### config.mk
export PLATFORM = sky130hd
export DESIGN_NAME = pwm_time_base_control
export DESIGN_NICKNAME = d
export VERILOG_FILES = /design/src/include/pwm_tb_pkg.sv /design/src/design/pwm_time_base_control.sv
export SDC_FILE = /design/constraint.sdc
export NUM_CORES = 1
export LEC_CHECK = 0
export BUFFER_PORTS_ARGS = -buffer_cell sky130_fd_sc_hd__buf_2
export CAP_MARGIN = 20
export CORE_ASPECT_RATIO = 1.4
export CORE_MARGIN = 10
export CORE_UTILIZATION = 40
export CTS_CLUSTER_SIZE = 8
export DETAILED_ROUTE_END_ITERATION = 6
export PLACE_DENSITY = 0.56
export SYNTH_ARGS = -nofsm -noshare
export SYNTH_HDL_FRONTEND = slang
export SYNTH_SLANG_ARGS = --single-unit
### constraint.sdc
create_clock -name CLK -period 3.6 [get_ports CLK]
set_input_delay 0.72 -clock CLK [delete_from_list [all_inputs] [get_ports CLK]]
set_output_delay 0.72 -clock CLK [all_outputs]
set_load 0.01 [all_outputs]
### src/include/pwm_tb_pkg.sv
// Constants for the PWM master time-base control block
package pwm_tb_pkg;
	// ----------------------------------------------------------------
	// Register byte offsets
	// ----------------------------------------------------------------
	localparam logic [7:0] OFF_TBCON   = 8'h00;
	localparam logic [7:0] OFF_CLKDIV  = 8'h04;
	localparam logic [7:0] OFF_PERIOD  = 8'h08;
	localparam logic [7:0] OFF_SECMP   = 8'h0c;
	localparam logic [7:0] OFF_KEY     = 8'h10;
	localparam logic [7:0] OFF_OUTCTL  = 8'h14;
	localparam logic [7:0] OFF_FLTCTL  = 8'h18;
	localparam logic [7:0] OFF_STATUS  = 8'h1c;
	// ----------------------------------------------------------------
	// Field positions in the time-base control register; BIT_FLT_LATCHED is the status clear bit
	// ----------------------------------------------------------------
	localparam int BIT_MODULE_ON   = 15;
	localparam int BIT_HALT_IDLE   = 13;
	localparam int BIT_SE_PENDING  = 12;
	localparam int BIT_SE_IRQ_EN   = 11;
	localparam int BIT_IMM_UPDATE  = 10;
	localparam int BIT_SYNC_INV    = 9;
	localparam int BIT_SYNC_OUT_EN = 8;
	localparam int BIT_EXT_SYNC_EN = 7;
	localparam int POS_SYNC_SRC    = 4;
	localparam int POS_POSTSCALE   = 0;
	localparam int BIT_FLT_LATCHED = 0;
	// ----------------------------------------------------------------
	// Values after reset and codes
	// ----------------------------------------------------------------
	localparam logic [15:0] RST_TBCON  = 16'h0000;
	localparam logic [2:0]  RST_CLKDIV = 3'h0;
	localparam logic [15:0] RST_PERIOD = 16'hfff8;
	localparam logic [15:0] RST_SECMP  = 16'h0000;
	localparam logic [15:0] RST_OUTCTL = 16'h0000;
	// Fault mode field reset: latched mode on the class B input
	localparam logic [15:0] RST_FLTCTL = 16'h0000;
	localparam logic [1:0]  FLT_MODE_LATCHED = 2'h0;
	localparam logic [15:0] KEY_FIRST  = 16'habcd;
	localparam logic [15:0] KEY_SECOND = 16'h4321;
	localparam logic [2:0]  SYNC_SRC_PIN = 3'h0;
	localparam logic [2:0]  CLKDIV_RESERVED = 3'h7;
	localparam logic [1:0]  RESP_OKAY   = 2'h0;
	localparam logic [1:0]  RESP_SLVERR = 2'h2;
endpackage : pwm_tb_pkg

### src/design/pwm_time_base_control.sv
// PWM master time base, sync, special event and register protection
//
// Implementation choices: the AXI4-Lite interface to the registers and the register offsets.
`timescale 1ns/100ps
module pwm_time_base_control
	import pwm_tb_pkg::*;
#(
	parameter int TB_WIDTH = 16
)(
	// Clock and reset
	input  wire logic        CLK,
	input  wire logic        RESET,
	// AXI4-Lite write address
	input  wire logic [7:0]  AWADDR,
	input  wire logic        AWVALID,
	output logic             AWREADY,
	// AXI4-Lite write data
	input  wire logic [31:0] WDATA,
	input  wire logic [3:0]  WSTRB,
	input  wire logic        WVALID,
	output logic             WREADY,
	// AXI4-Lite write response
	output logic [1:0]       BRESP,
	output logic             BVALID,
	input  wire logic        BREADY,
	// AXI4-Lite read
	input  wire logic [7:0]  ARADDR,
	input  wire logic        ARVALID,
	output logic             ARREADY,
	output logic [31:0]      RDATA,
	output logic [1:0]       RRESP,
	output logic             RVALID,
	input  wire logic        RREADY,
	// Device state and pins
	input  wire logic        CPU_IDLE,
	input  wire logic        REGISTER_LOCK_CONFIG,
	input  wire logic        CLASS_B_FAULT_INPUT,
	input  wire logic        EXT_SYNC_IN_PIN,
	output logic             EXT_SYNC_OUT_PIN,
	output logic             EXT_SYNC_OUT_OE,
	// Time base, special event and fault outputs
	output logic [TB_WIDTH-1:0] TIME_BASE_COUNT,
	output logic             SPECIAL_EVENT_TRIGGER,
	output logic             SPECIAL_EVENT_IRQ,
	output logic             CLASS_B_FAULT_OWNED,
	output logic             CLASS_B_FAULT_ACTIVE
);
	import pwm_tb_pkg::*;
	// ----------------------------------------------------------------
	// Registers
	// ----------------------------------------------------------------
	logic [15:0]         tbcon_reg;
	logic [2:0]          clkdiv_reg;
	logic [15:0]         period_reg;
	logic [15:0]         active_period_reg;
	logic [15:0]         secmp_reg;
	logic [15:0]         outctl_reg;
	logic [15:0]         fltctl_reg;
	logic [1:0]          key_stage_reg;
	logic [TB_WIDTH-1:0] count_reg;
	logic [5:0]          prescale_reg;
	logic [3:0]          post_reg;
	logic                fault_latch_reg, sync_in_prev_reg, trig_reg, sync_pulse_reg;
	// Bus state
	logic [7:0]          awaddr_reg;
	logic [31:0]         wdata_reg, rdata_reg;
	logic [3:0]          wstrb_reg;
	logic [1:0]          bresp_reg, rresp_reg;
	logic                aw_have_reg, w_have_reg, bvalid_reg, rvalid_reg;
	logic [15:0]         wr_val;
	logic [5:0]          div_max;
	logic                module_on, wr_fire, rd_fire, wr_hit_known, unlocked, prot_ok;
	logic                tick, sync_level, sync_edge, period_end, run, se_match;
	assign module_on = tbcon_reg[BIT_MODULE_ON];

	// ----------------------------------------------------------------
	// AXI4-Lite slave
	// ----------------------------------------------------------------
	assign AWREADY = !aw_have_reg && !bvalid_reg;
	assign WREADY  = !w_have_reg && !bvalid_reg;
	assign ARREADY = !rvalid_reg;
	assign BVALID  = bvalid_reg;
	assign BRESP   = bresp_reg;
	assign RVALID  = rvalid_reg;
	assign RDATA   = rdata_reg;
	assign RRESP   = rresp_reg;

	assign wr_fire = aw_have_reg && w_have_reg && !bvalid_reg;
	assign rd_fire = ARVALID && !rvalid_reg;
	// Registers are at most 16 bits wide; the low two lanes carry them
	assign wr_val  = {wstrb_reg[1] ? wdata_reg[15:8] : 8'h00,
		wstrb_reg[0] ? wdata_reg[7:0] : 8'h00};

	always_comb
	begin
		unique case (awaddr_reg)
			OFF_TBCON, OFF_CLKDIV, OFF_PERIOD, OFF_SECMP, OFF_KEY,
			OFF_OUTCTL, OFF_FLTCTL, OFF_STATUS: wr_hit_known = 1'b1;
			default: wr_hit_known = 1'b0;
		endcase
	end

	always_ff @(posedge CLK)
	begin
		if (RESET)
		begin
			aw_have_reg <= 1'b0;
			w_have_reg  <= 1'b0;
			awaddr_reg  <= 8'h00;
			wdata_reg   <= 32'h00000000;
			wstrb_reg   <= 4'h0;
			bvalid_reg  <= 1'b0;
			bresp_reg   <= RESP_OKAY;
		end
		else
		begin
			if (AWVALID && AWREADY)
			begin
				aw_have_reg <= 1'b1;
				awaddr_reg  <= AWADDR;
			end
			if (WVALID && WREADY)
			begin
				w_have_reg <= 1'b1;
				wdata_reg  <= WDATA;
				wstrb_reg  <= WSTRB;
			end
			if (wr_fire)
			begin
				aw_have_reg <= 1'b0;
				w_have_reg  <= 1'b0;
				bvalid_reg  <= 1'b1;
				bresp_reg   <= wr_hit_known ? RESP_OKAY : RESP_SLVERR;
			end
			else if (bvalid_reg && BREADY)
				bvalid_reg <= 1'b0;
		end
	end

	always_ff @(posedge CLK)
	begin
		if (RESET)
		begin
			rvalid_reg <= 1'b0;
			rdata_reg  <= 32'h00000000;
			rresp_reg  <= RESP_OKAY;
		end
		else if (rd_fire)
		begin
			rvalid_reg <= 1'b1;
			rresp_reg  <= RESP_OKAY;
			unique case (ARADDR)
				OFF_TBCON:  rdata_reg <= {16'h0000, tbcon_reg & 16'hbfff};
				OFF_CLKDIV: rdata_reg <= {29'h0, clkdiv_reg};
				OFF_PERIOD: rdata_reg <= {16'h0000, period_reg};
				OFF_SECMP:  rdata_reg <= {16'h0000, secmp_reg};
				OFF_KEY:    rdata_reg <= 32'h00000000;
				OFF_OUTCTL: rdata_reg <= {16'h0000, outctl_reg};
				OFF_FLTCTL: rdata_reg <= {16'h0000, fltctl_reg};
				OFF_STATUS: rdata_reg <= {29'h0, unlocked, fault_latch_reg,
					CLASS_B_FAULT_INPUT};
				default:
				begin
					rdata_reg <= 32'h00000000;
					rresp_reg <= RESP_SLVERR;
				end
			endcase
		end
		else if (rvalid_reg && RREADY)
			rvalid_reg <= 1'b0;
	end

	// ----------------------------------------------------------------
	// Key unlock sequence
	// ----------------------------------------------------------------
	assign unlocked = (key_stage_reg == 2'd2);
	assign prot_ok  = !REGISTER_LOCK_CONFIG || unlocked;

	always_ff @(posedge CLK)
	begin
		if (RESET)
			key_stage_reg <= 2'd0;
		// any register access ends the sequence unless it is the next key
		else if (wr_fire && awaddr_reg == OFF_KEY)
		begin
			if (key_stage_reg == 2'd0 && wr_val == KEY_FIRST)
				key_stage_reg <= 2'd1;
			else if (key_stage_reg == 2'd1 && wr_val == KEY_SECOND)
				key_stage_reg <= 2'd2;
			else
				key_stage_reg <= 2'd0;
		end
		else if (wr_fire || rd_fire)
			key_stage_reg <= 2'd0;
	end

	// ----------------------------------------------------------------
	// Control registers
	// ----------------------------------------------------------------
	always_ff @(posedge CLK)
	begin
		if (RESET)
		begin
			tbcon_reg  <= RST_TBCON;
			clkdiv_reg <= RST_CLKDIV;
			period_reg <= RST_PERIOD;
			secmp_reg  <= RST_SECMP;
			outctl_reg <= RST_OUTCTL;
			fltctl_reg <= RST_FLTCTL;
		end
		else
		begin
			if (wr_fire)
			begin
				unique case (awaddr_reg)
					OFF_TBCON:
						tbcon_reg <= {wr_val[15], 1'b0, wr_val[13],
							tbcon_reg[BIT_SE_PENDING] & wr_val[12],
							wr_val[11:0]};
					OFF_CLKDIV: clkdiv_reg <= wr_val[2:0];
					OFF_PERIOD: period_reg <= wr_val;
					OFF_SECMP:  secmp_reg  <= wr_val;
					OFF_OUTCTL: if (prot_ok) outctl_reg <= wr_val;
					// mode bits take any value whatever the pin level
					OFF_FLTCTL: if (prot_ok) fltctl_reg <= wr_val;
					default: ;
				endcase
			end
			// hardware set wins over a software clear
			if (trig_reg && tbcon_reg[BIT_SE_IRQ_EN])
				tbcon_reg[BIT_SE_PENDING] <= 1'b1;
		end
	end

	// ----------------------------------------------------------------
	// Class B fault
	// ----------------------------------------------------------------
	// owned through reset, latched mode from reset
	assign CLASS_B_FAULT_OWNED  = 1'b1;
	assign CLASS_B_FAULT_ACTIVE = fault_latch_reg;

	always_ff @(posedge CLK)
	begin
		if (RESET)
			fault_latch_reg <= 1'b1;
		else if (fltctl_reg[1:0] == FLT_MODE_LATCHED && CLASS_B_FAULT_INPUT)
			fault_latch_reg <= 1'b1;
		// Clear needs the pin low; a write while still high is lost
		else if (wr_fire && awaddr_reg == OFF_STATUS && wr_val[BIT_FLT_LATCHED])
			fault_latch_reg <= 1'b0;
		else if (fltctl_reg[1:0] != FLT_MODE_LATCHED)
			fault_latch_reg <= CLASS_B_FAULT_INPUT;
	end

	// ----------------------------------------------------------------
	// Prescaler and time base
	// ----------------------------------------------------------------
	// divide by two to the code; reserved code holds the clock
	assign div_max = 6'((7'd1 << clkdiv_reg) - 7'd1);
	// halt in idle; a held prescaler must not tick
	assign run     = module_on && !(CPU_IDLE && tbcon_reg[BIT_HALT_IDLE]);
	assign tick    = run && (clkdiv_reg != CLKDIV_RESERVED) && (prescale_reg == div_max);
	always_ff @(posedge CLK)
	begin
		if (RESET || !run || tick)
			prescale_reg <= 6'd0;
		else
			prescale_reg <= prescale_reg + 6'd1;
	end

	assign sync_level = EXT_SYNC_IN_PIN ^ tbcon_reg[BIT_SYNC_INV];
	// only the pin source restarts the count
	assign sync_edge  = tbcon_reg[BIT_EXT_SYNC_EN] && sync_level && !sync_in_prev_reg
		&& tbcon_reg[POS_SYNC_SRC+:3] == SYNC_SRC_PIN;
	// period closes at the active period count
	assign period_end = tick && (count_reg >= TB_WIDTH'(active_period_reg));
	assign se_match   = tick && (count_reg == TB_WIDTH'(secmp_reg));

	always_ff @(posedge CLK)
	begin
		if (RESET || !module_on)
			count_reg <= '0;
		else if (run && (sync_edge || period_end))
			count_reg <= '0;
		else if (tick)
			count_reg <= count_reg + 1'b1;
	end

	always_ff @(posedge CLK)
	begin
		if (RESET)
			active_period_reg <= RST_PERIOD;
		else if (tbcon_reg[BIT_IMM_UPDATE] || period_end || !module_on)
			active_period_reg <= period_reg;
	end

	// ----------------------------------------------------------------
	// Special event postscaler and sync output
	// ----------------------------------------------------------------
	always_ff @(posedge CLK)
	begin
		if (RESET || !module_on)
		begin
			post_reg <= 4'h0;
			trig_reg <= 1'b0;
		end
		else if (se_match)
		begin
			trig_reg <= (post_reg == tbcon_reg[POS_POSTSCALE+:4]);
			post_reg <= (post_reg == tbcon_reg[POS_POSTSCALE+:4]) ? 4'h0 : post_reg + 4'h1;
		end
		else
			trig_reg <= 1'b0;
	end
	always_ff @(posedge CLK)
	begin
		if (RESET)
		begin
			sync_in_prev_reg <= 1'b0;
			sync_pulse_reg   <= 1'b0;
		end
		else
		begin
			sync_in_prev_reg <= sync_level;
			sync_pulse_reg   <= run && (period_end || sync_edge);
		end
	end

	assign SPECIAL_EVENT_TRIGGER = trig_reg;
	assign SPECIAL_EVENT_IRQ     = tbcon_reg[BIT_SE_PENDING] && tbcon_reg[BIT_SE_IRQ_EN];
	assign TIME_BASE_COUNT       = count_reg;
	assign EXT_SYNC_OUT_OE       = tbcon_reg[BIT_SYNC_OUT_EN];
	assign EXT_SYNC_OUT_PIN      = tbcon_reg[BIT_SYNC_OUT_EN]
		&& (sync_pulse_reg ^ tbcon_reg[BIT_SYNC_INV]);
endmodule : pwm_time_base_control

======== Yosys cells after proc, flatten, opt, wreduce, memory -nomap -nowiden ========
Memory sizes are Yosys's and may differ from the RTL's. A register that Yosys moved wholly into a read port is not among the register bits.
Index checks and enable logic that the tools add are counted.
operators by class
  muxes and demuxes ....................... 22
  div/mod/pow operators ................... 0
  equality and inequality tests ........... 22
  add/subtract/negate cells ............... 4
  reductions and logical operators ........ 70
  multipliers ............................. 0
  shifts and indexed selects .............. 1
  bitwise gates (word level) .............. 4
  order comparisons ....................... 1
operator list
  kind                                                    count
  case mux 16 bit (7 select lines)                        1
  equality test 8 x 5 -> 1 bit (second input constant)    8
  equality test 8 x 4 -> 1 bit (second input constant)    4
  logical AND 1 bit                                       28
  2-to-1 mux 13 bit                                       2
  adder 16 x 1 -> 16 bit (second input constant)          1
  equality test 16 x 15 -> 1 bit (second input constant)  1
  equality test 16 bit                                    1
  equality test 16 bit (second input constant)            1
  equality test 8 x 3 -> 1 bit (second input constant)    2
  >= comparator 16 bit                                    1
  zero test 8 bit                                         2
  2-to-1 mux 8 bit                                        2
  nonzero test 2 bit                                      7
  2-to-1 mux 2 bit                                        6
  2-to-1 mux 5 bit                                        2
  AND reduction 2 bit                                     5
  zero test 1 bit                                         9
  logical OR 1 bit                                        8
  2-to-1 mux 1 bit                                        8
  OR reduction 2 bit                                      4
  OR reduction 8 bit                                      1
  adder 6 x 1 -> 6 bit (second input constant)            1
  equality test 6 bit                                     1
  14 further kinds                                        18
storage, ports and cells
  memories kept ........................... 1
  ROM bits ................................ 32
  logic and storage cells ................. 151
  output and inout port bits .............. 63
  register bits ........................... 196
  memory bits (writable) .................. 0
  bits in latches ......................... 0
  input bits .............................. 63
memory list
  name              depth  width  read ports  clocked after memory_dff  wr ports  line                         source
  (name not given)  32     1      1           1                         0         pwm_time_base_control.sv:96  unique case (awaddr_reg)

======== Longest topological paths before layout ========
Gate-level depths: netlist (run 1).
  word-level depth ........................ 9
  gate-level depth with buffers ........... 10
  gate-level depth less buffers ........... 8

======== Worst setup path after synthesis (run 1) ========
OpenSTA, ideal clock, no wires.
  path kind ............................... reg2reg
  from .................................... register count_reg[0] (netlist: TIME_BASE_COUNT[0])
  to ...................................... register active_period_reg[10]
  stages on the path, launching flop included .. 11
  required time ........................... 3.528 ns
  clock period less this slack ............ 2.518 ns
  data arrival time ....................... 2.446 ns
  library setup time ...................... 0.072 ns
  setup slack ............................. 1.082 ns
  buffers on the path ..................... 2
  path through ............................ dfxtp_1 inv_1 ha_1 nand2b_1 a2111oi_0 a2111oi_0 nor4_1 o211a_1 buf_4 buf_6 mux2i_1
between the ends
  longest elaborated chain between the ends .. 4
ends and longest elaborated chain
  what                            line                          source
  start, declared                 pwm_time_base_control.sv:60   logic [TB_WIDTH-1:0] count_reg;
  start signal, assigned          pwm_time_base_control.sv:286  count_reg <= count_reg + 1'b1;
  >= comparator 16 bit            pwm_time_base_control.sv:276  assign period_end = tick && (count_reg >= TB_WIDTH'(active_period_reg));
  logical AND 1 bit               pwm_time_base_control.sv:276
  logical OR 1 bit (2 in series)  pwm_time_base_control.sv:293  else if (tbcon_reg[BIT_IMM_UPDATE] || period_end || !module_on)
  end signal, assigned            pwm_time_base_control.sv:294  active_period_reg <= period_reg;
  end, declared                   pwm_time_base_control.sv:55   logic [15:0] active_period_reg;
Every way passes these cells.
A chain may end at the register's enable or synchronous reset.

======== Worst setup path in the final report (run 1) ========
  from .................................... register count_reg[0] (netlist: TIME_BASE_COUNT[0])
  to ...................................... register active_period_reg[11]
The elaborated chain is that of the path after synthesis.

==> results.toml, run 1 <==
[outcome]
outcome = "finished clean"

[worst_setup_path]
cp_num_buf_inv = 2
critical_path_class = "reg2reg"
cp_common_cell = "a2111oi_0"
cp-startpoint = "TIME_BASE_COUNT[0]"
worstPathMaxFanout = 16
max_stage_delay_ns = 0.57
worstPathRequired_ns = 3.95
cpMaxStageDelayCell = "nor4_1"
cp_top_family = "compound AO/OA/AOI/OAI gates"
cp-start-kind = "flop"
worst-endpoint-arrival_ns = 3.22
r2r_start = "TIME_BASE_COUNT[0]"
endpoint_kind = "flop"
crit_chain = "inv_1 -> ha_1 -> nand2b_1 -> a2111oi_0 -> a2111oi_0 -> nor4_1 -> o211a_1 -> buf_4 -> mux2i_1"

[die]
num_io_pins = 126
start_util_pct = 40.7
core_um2 = 20600
core.rowCount = 62
dieHeight_um = 191
die-area_um2 = 27200
die_w_um = 142

[clock_tree]
cts_resized = 0
numClockSinks = 179
max-clock-path-buffers = 2
root_buffer = "clkbuf_16"
cts.clk_slew.worst_paths_ns = 0.07
numCtsBuffers = 17
h-tree-depth = 4
cts_tree = "done"
worstSkewPairLatency_ns = 0.43
postCtsSetupBuffers = 0
cts_hold_buf = 0

[synth]
synth_fa_ha_area_share_pct = 2.84
syn_avg_cell_area_um2 = 8.09
syn_inst = 1033
ys_seq_area_share_pct = 42.9
synth_compound_area_share_pct = 14.0
syn-cell-area_um2 = 8360
synthSimpleGateAreaFrac_pct = 24.7
synth_top_family_by_area = "simple AND/OR/NAND/NOR gates"
synth-xor-area-share_pct = 4.30
synth_flop_cell = "dfxtp_1"
synth_edf_count = 0
synth_seq_cells = 179
synthMuxAreaShare_pct = 5.52
async_flop_share_pct = 0
ys_warn_count = 0
synth_cell_types = 63

[grt]
antenna_found_initial = 2
grt_pass1_vias = 7029
grt_pass1_wl_um = 38000
overflow = 0
grt_max_degree = 143
grt_use_total_pct = 17.5

[timing]
timing.final.crit_share_pct = 79.7
finalHoldViolCount = 0
rsz0062_at_grt = "no"
setup_viol = 0
finalSetupTns_ns = 0
final.setup_skew_ns = 0.0108
period_needed_ns = 2.87
relSlewSlack_pct = 34.2
fmax_ghz = 0.349
tightest_slew_ns = 0.985
slew_violations = 0

[detailed_routing]
ant_nets = 0
num_vias = 7101
drc = 0
routed_wl_um = 23800
wl_per_cell_um = 17.5
via_per_inst = 5.23
drt_pre_antenna_iters = 7
drtIter0Drc = 431

[power_and_ir_drop]
p_per_area_nw_per_um2 = 431
ir_drop_uv = 305
p_leak_nw = 3.65
totalPowerFinal_w = 0.00409

[layout]
final_common_cell = "nor2_1"
multiInputGateArea_um2 = 4360
final_nets = 1169
n_fill_cell = 2104
drive_above_1_share_pct = 13.6
area_growth_pct = 13.5
stdcell_count = 1357
layout_common_cells = "nor2_1, dfxtp_1, nand2_1, a21oi_1, buf_2"
regArea_um2 = 3580

[placement]
gp_congestion = 0.823
io_buffers = 88
placed_cells = 1321
hpwlAfterDp_um = 17400

[flow_run]
drv_cap = 0

[worst_hold_path]
min_path_type = "reg2reg"
[kinds of logic after synthesis]
family                     after synthesis
adders and majority gates               19
other                                    2
buffers and inverters                  103
xor gates and xnor gates                41
muxes                                   42
DFF                                    179
and+or+nand+nor                        455
AOI/OAI and AO/OA                      192
[cell type report]
| class | instances | share of cell area (%) |
|---|---|---|
| clock inverter | 14 | 1.57 |
| timing repair buffer | 99 | 5.88 |
| clock buffer | 18 | 4.52 |
| antenna | 1 | 0.0264 |
| multi-input combinational | 768 | 46.0 |
| tap | 256 | 3.38 |
| inverter | 22 | 0.870 |
| sequential | 179 | 37.8 |
[worst reg2reg max path: cells and delay by family, from the launching register on]
kind	cells	cell delay [ns]
adders and majority gates	1	0.29
buffers and inverters	2	0.37
and+or+nand+nor	2	0.71
muxes	1	0.26
AOI/OAI and AO/OA	3	0.74
DFF	1	0.44
[synthesized netlist by cell type, types with 6 or more instances]
cell | n | area, um^2
mux2i_1 | 27 | 270
inv_1 | 22 | 82.6
mux2_2 | 13 | 146
nand4_1 | 14 | 87.6
nor3_1 | 11 | 55.1
buf_2 | 6 | 30.0
a221oi_1 | 13 | 114
nand3_1 | 37 | 185
nor2_1 | 206 | 773
buf_1 | 7 | 26.3
and2_1 | 9 | 56.3
dfxtp_1 | 179 | 3580
clkbuf_1 | 47 | 176
nand2b_1 | 21 | 131
buf_4 | 20 | 150
a21oi_1 | 108 | 541
xor2_1 | 22 | 193
a22oi_1 | 13 | 97.6
ha_1 | 19 | 238
xnor2_1 | 19 | 166
o21ai_0 | 21 | 105
nor4_1 | 7 | 43.8
a211o_1 | 13 | 114
nand2_1 | 114 | 428
[where the power goes]
group | switching [W] | internal (W) | total [W]
combinational | 0.000144 | 0.0000733 | 0.000217
sequential | 0.0000334 | 0.00201 | 0.00204
clock | 0.000855 | 0.000978 | 0.00183
total | 0.00103 | 0.00306 | 0.00409
[per-layer routing]
| metal | GRT usage, % | vias to the layer above | part of all wire (%) |
|---|---|---|---|
| met3 | 3.65 | 26 | 4.9 |
| met2 | 30.3 | 189 | 50 |
| met5 | 0 | - | 0 |
| met4 | 6.46 | 0 | 2.6 |
| li1 | - | 3604 | - |
| met1 | 20.8 | 3282 | 43 |
[path summary, 6_finish.rpt]
| kind | end | slack, ns | cells after the start |
|---|---|---|---|
| hold reg to reg | BRESP[1] | 0.42 | 1 |
| setup reg to reg | active_period_reg[11] | 0.73 | 9 |
| setup / recovery | active_period_reg[11] | 0.73 | 9 |
| hold / removal | BRESP[1] | 0.42 | 1 |
[stage by stage]
stage,utilization (%),worst slack (ns),hold slack [ns],area [um^2]
after floorplan,-,1.08,0.401,8420
after global placement,43.1,0.594,0.406,8860
after detailed placement,43.1,0.581,0.412,8860
after CTS,45.9,0.569,0.422,9440
after global routing,46.2,0.214,0.435,9490
final,46.2,0.732,0.420,9490
No activity file was read; power rests on OpenSTA's default activity.
==> inputs of run 2 (changes only) <==
--- a/config.mk
+++ b/config.mk
@@ -5,6 +5,7 @@
 export SDC_FILE = /design/constraint.sdc
 export NUM_CORES = 1
 export LEC_CHECK = 0
+export ABC_AREA = 1
 export BUFFER_PORTS_ARGS = -buffer_cell sky130_fd_sc_hd__buf_2
 export CAP_MARGIN = 20
 export CORE_ASPECT_RATIO = 1.4
@@ -12,7 +13,7 @@
 export CORE_UTILIZATION = 40
 export CTS_CLUSTER_SIZE = 8
 export DETAILED_ROUTE_END_ITERATION = 6
-export PLACE_DENSITY = 0.56
+export PLACE_DENSITY = 0.59
 export SYNTH_ARGS = -nofsm -noshare
 export SYNTH_HDL_FRONTEND = slang
 export SYNTH_SLANG_ARGS = --single-unit
==> constraint.sdc (replaced) <==
create_clock -name CLK -period 2.5 [get_ports CLK]
set_input_delay 0.5 -clock CLK [delete_from_list [all_inputs] [get_ports CLK]]
set_output_delay 0.5 -clock CLK [all_outputs]
set_load 0.01 [all_outputs]
==> results.toml, run 2 <==
[layout]
final_common_cell = "nand2_1"
layout_common_cells = "nand2_1, dfxtp_1, nor2_1, inv_1, o21ai_0"
final_nets = 1383
fin_area_um2 = 9970
area_growth_pct = 15.7
n_antenna_cell = 0
drive_above_1_share_pct = 13.7

[die]
core_um2 = 21200
die_w_um = 144
die-area_um2 = 27900
dieHeight_um = 194
start_util_pct = 40.6
core.rowCount = 63
num_io_pins = 126

[synth]
synth_edf_count = 0
synth_flop_cell = "dfxtp_1"
ys_seq_area_share_pct = 41.6
syn_inst = 1215
async_flop_share_pct = 0
synth_seq_cells = 179
synth_top_area_share_pct = 41.6
syn-cell-area_um2 = 8620
ys_warn_count = 0
synth_common_cells = "nand2_1, dfxtp_1, nor2_1"
yosys.area.top_type = "dfxtp_1"
synth_cell_types = 39
syn_avg_cell_area_um2 = 7.09
netlist_top_cells_area = "dfxtp_1, nand2_1, o21ai_0"
yosysMostFrequentCell = "nand2_1"

[detailed_routing]
drc = 0
ant_nets = 0
wl_per_cell_um = 16.8
num_vias = 8093
drtIter0Drc = 465
routed_wl_um = 26500
via_per_inst = 5.14
drt_pre_antenna_iters = 7

[outcome]
outcome = "finished clean"

[worst_setup_path]
cp_common_cell = "nand2_1"
worst-endpoint-arrival_ns = 2.51
cp-start-kind = "flop"
cpMaxStageDelayCell = "dfxtp_1"
max_stage_delay_ns = 0.35
crit_chain = "inv_1 -> ha_1 -> a21oi_1 -> o21ai_0 -> a21oi_1 -> nand2_1 -> nand2_2 -> nand2_1 -> nand2_1 -> nand3_1"
worstPathMaxFanout = 13
r2r_end = "active_period_reg[5]"
worst_r2r_path_depth = 10
worstPathRequired_ns = 2.80
rrSetupSlack_ns = 0.29
critical_path_class = "reg2reg"
endpoint_kind = "flop"
r2r_start = "active_period_reg[11]"

[grt]
grt_pass1_vias = 7684
overflow = 0
grt_pass1_wl_um = 41000
grt_use_total_pct = 18.6
antenna_found_initial = 0
grt_max_degree = 64

[clock_tree]
cts_tree = "done"
postCtsSetupBuffers = 0
root_buffer = "clkbuf_16"
cts_resized = 0
numCtsBuffers = 17
max-clock-path-buffers = 2
numClockSinks = 179
h-tree-depth = 4
cts_hold_buf = 0
cts.clk_slew.worst_paths_ns = 0.07
worstSkewPairLatency_ns = 0.43

[placement]
gp_congestion = 0.887
hpwlAfterDp_um = 20300
io_buffers = 88
dpl_cell_area_um2 = 9380

[timing]
setup_viol = 0
slew_violations = 0
rsz0062_at_grt = "no"
timing.final.crit_share_pct = 88.4
finalSetupTns_ns = 0
relSlewSlack_pct = 64.0
final.setup_skew_ns = 0.00992
finalHoldViolCount = 0
period_needed_ns = 2.21
fmax_ghz = 0.452
tightest_slew_ns = 0.535

[power_and_ir_drop]
p_leak_nw = 4.38
p_per_area_nw_per_um2 = 608
totalPowerFinal_w = 0.00606
ir_drop_uv = 496

[worst_hold_path]
hold-path-endpoint = "BVALID"
hold_depth = 2
min_path_type = "in2reg"
min_from = "BREADY"

[flow_run]
drv_cap = 0
## run 2: changes by cell type in the layout (fill, tap and decap cells not counted), sizes merged, moves of 11 or more
cell	before	now
a211o	13	0
a221oi	13	0
a22oi	13	0
buf	99	125
inv	27	142
mux2	13	0
mux2i	27	0
nand2	115	196
nand2b	21	0
nand3	38	114
nor2	206	144
nor3	11	22
o211ai	0	19
o21ai	22	140
## run 2: worst max path at each step
stage / startpoint / end / cells after the start
floorplan: TIME_BASE_COUNT[0] / active_period_reg[10] / 13
global placement: active_period_reg[11] / active_period_reg[5] / 10
finish: active_period_reg[11] / active_period_reg[5] / 10
CTS: active_period_reg[11] / active_period_reg[5] / 10
detailed placement: active_period_reg[11] / active_period_reg[5] / 10
global route: active_period_reg[11] / active_period_reg[5] / 10
## run 2: cell families after synthesis
kind of cell | count (synthesis) | share of synthesized area (%)
buf+inv | 212 | 10.6
compound gates | 274 | 16.9
simple gates | 498 | 24.9
other cells | 2 | 0.0871
flops | 179 | 41.6
fa+ha+maj | 19 | 2.76
xor+xnor | 31 | 3.15
## run 2: cell type report
type | count | area (um^2)
clock buffers | 18 | 439
clock inverters | 14 | 150
fillers | 2243 | 11200
inverters | 137 | 514
multi-input cells | 841 | 4190
flip-flops and latches | 179 | 3580
well taps | 260 | 325
repair buffers | 125 | 768
## run 2: per-stage QoR
stage | hold slack [ns] | instances | setup slack (ns) | utilization (%)
after floorplan | 0.392 | 1232 | 0.735 | -
after global placement | 0.400 | 1542 | 0.325 | 44.2
after detailed placement | 0.406 | 1542 | 0.237 | 44.2
after CTS | 0.248 | 1574 | 0.215 | 47.0
after global routing | 0.281 | 1574 | 0.0436 | 47.0
final | 0.263 | 1574 | 0.289 | 47.0
## run 2: metal layers
layer  track usage [%]  share of wire, %
met1              21.8                42
met2              32.9                51
met3              3.43               4.4
met4              6.01               2.2
met5                 0                 0
## run 2: where the power goes
group          internal (W)  switching [W]  total [W]
Sequential          0.00291      0.0000482    0.00296
Clock               0.00151        0.00119    0.00270
Combinational      0.000128       0.000270   0.000398
## run 2: critical path: cells and delay by family, from the launching register on
| kind | cells | cell delay (ns) |
|---|---|---|
| buffers and inverters | 1 | 0.05 |
| adder cells (fa/ha/maj) | 1 | 0.30 |
| flip-flops | 1 | 0.35 |
| AO/OA/AOI/OAI | 3 | 0.50 |
| AND/OR/NAND/NOR | 5 | 0.88 |
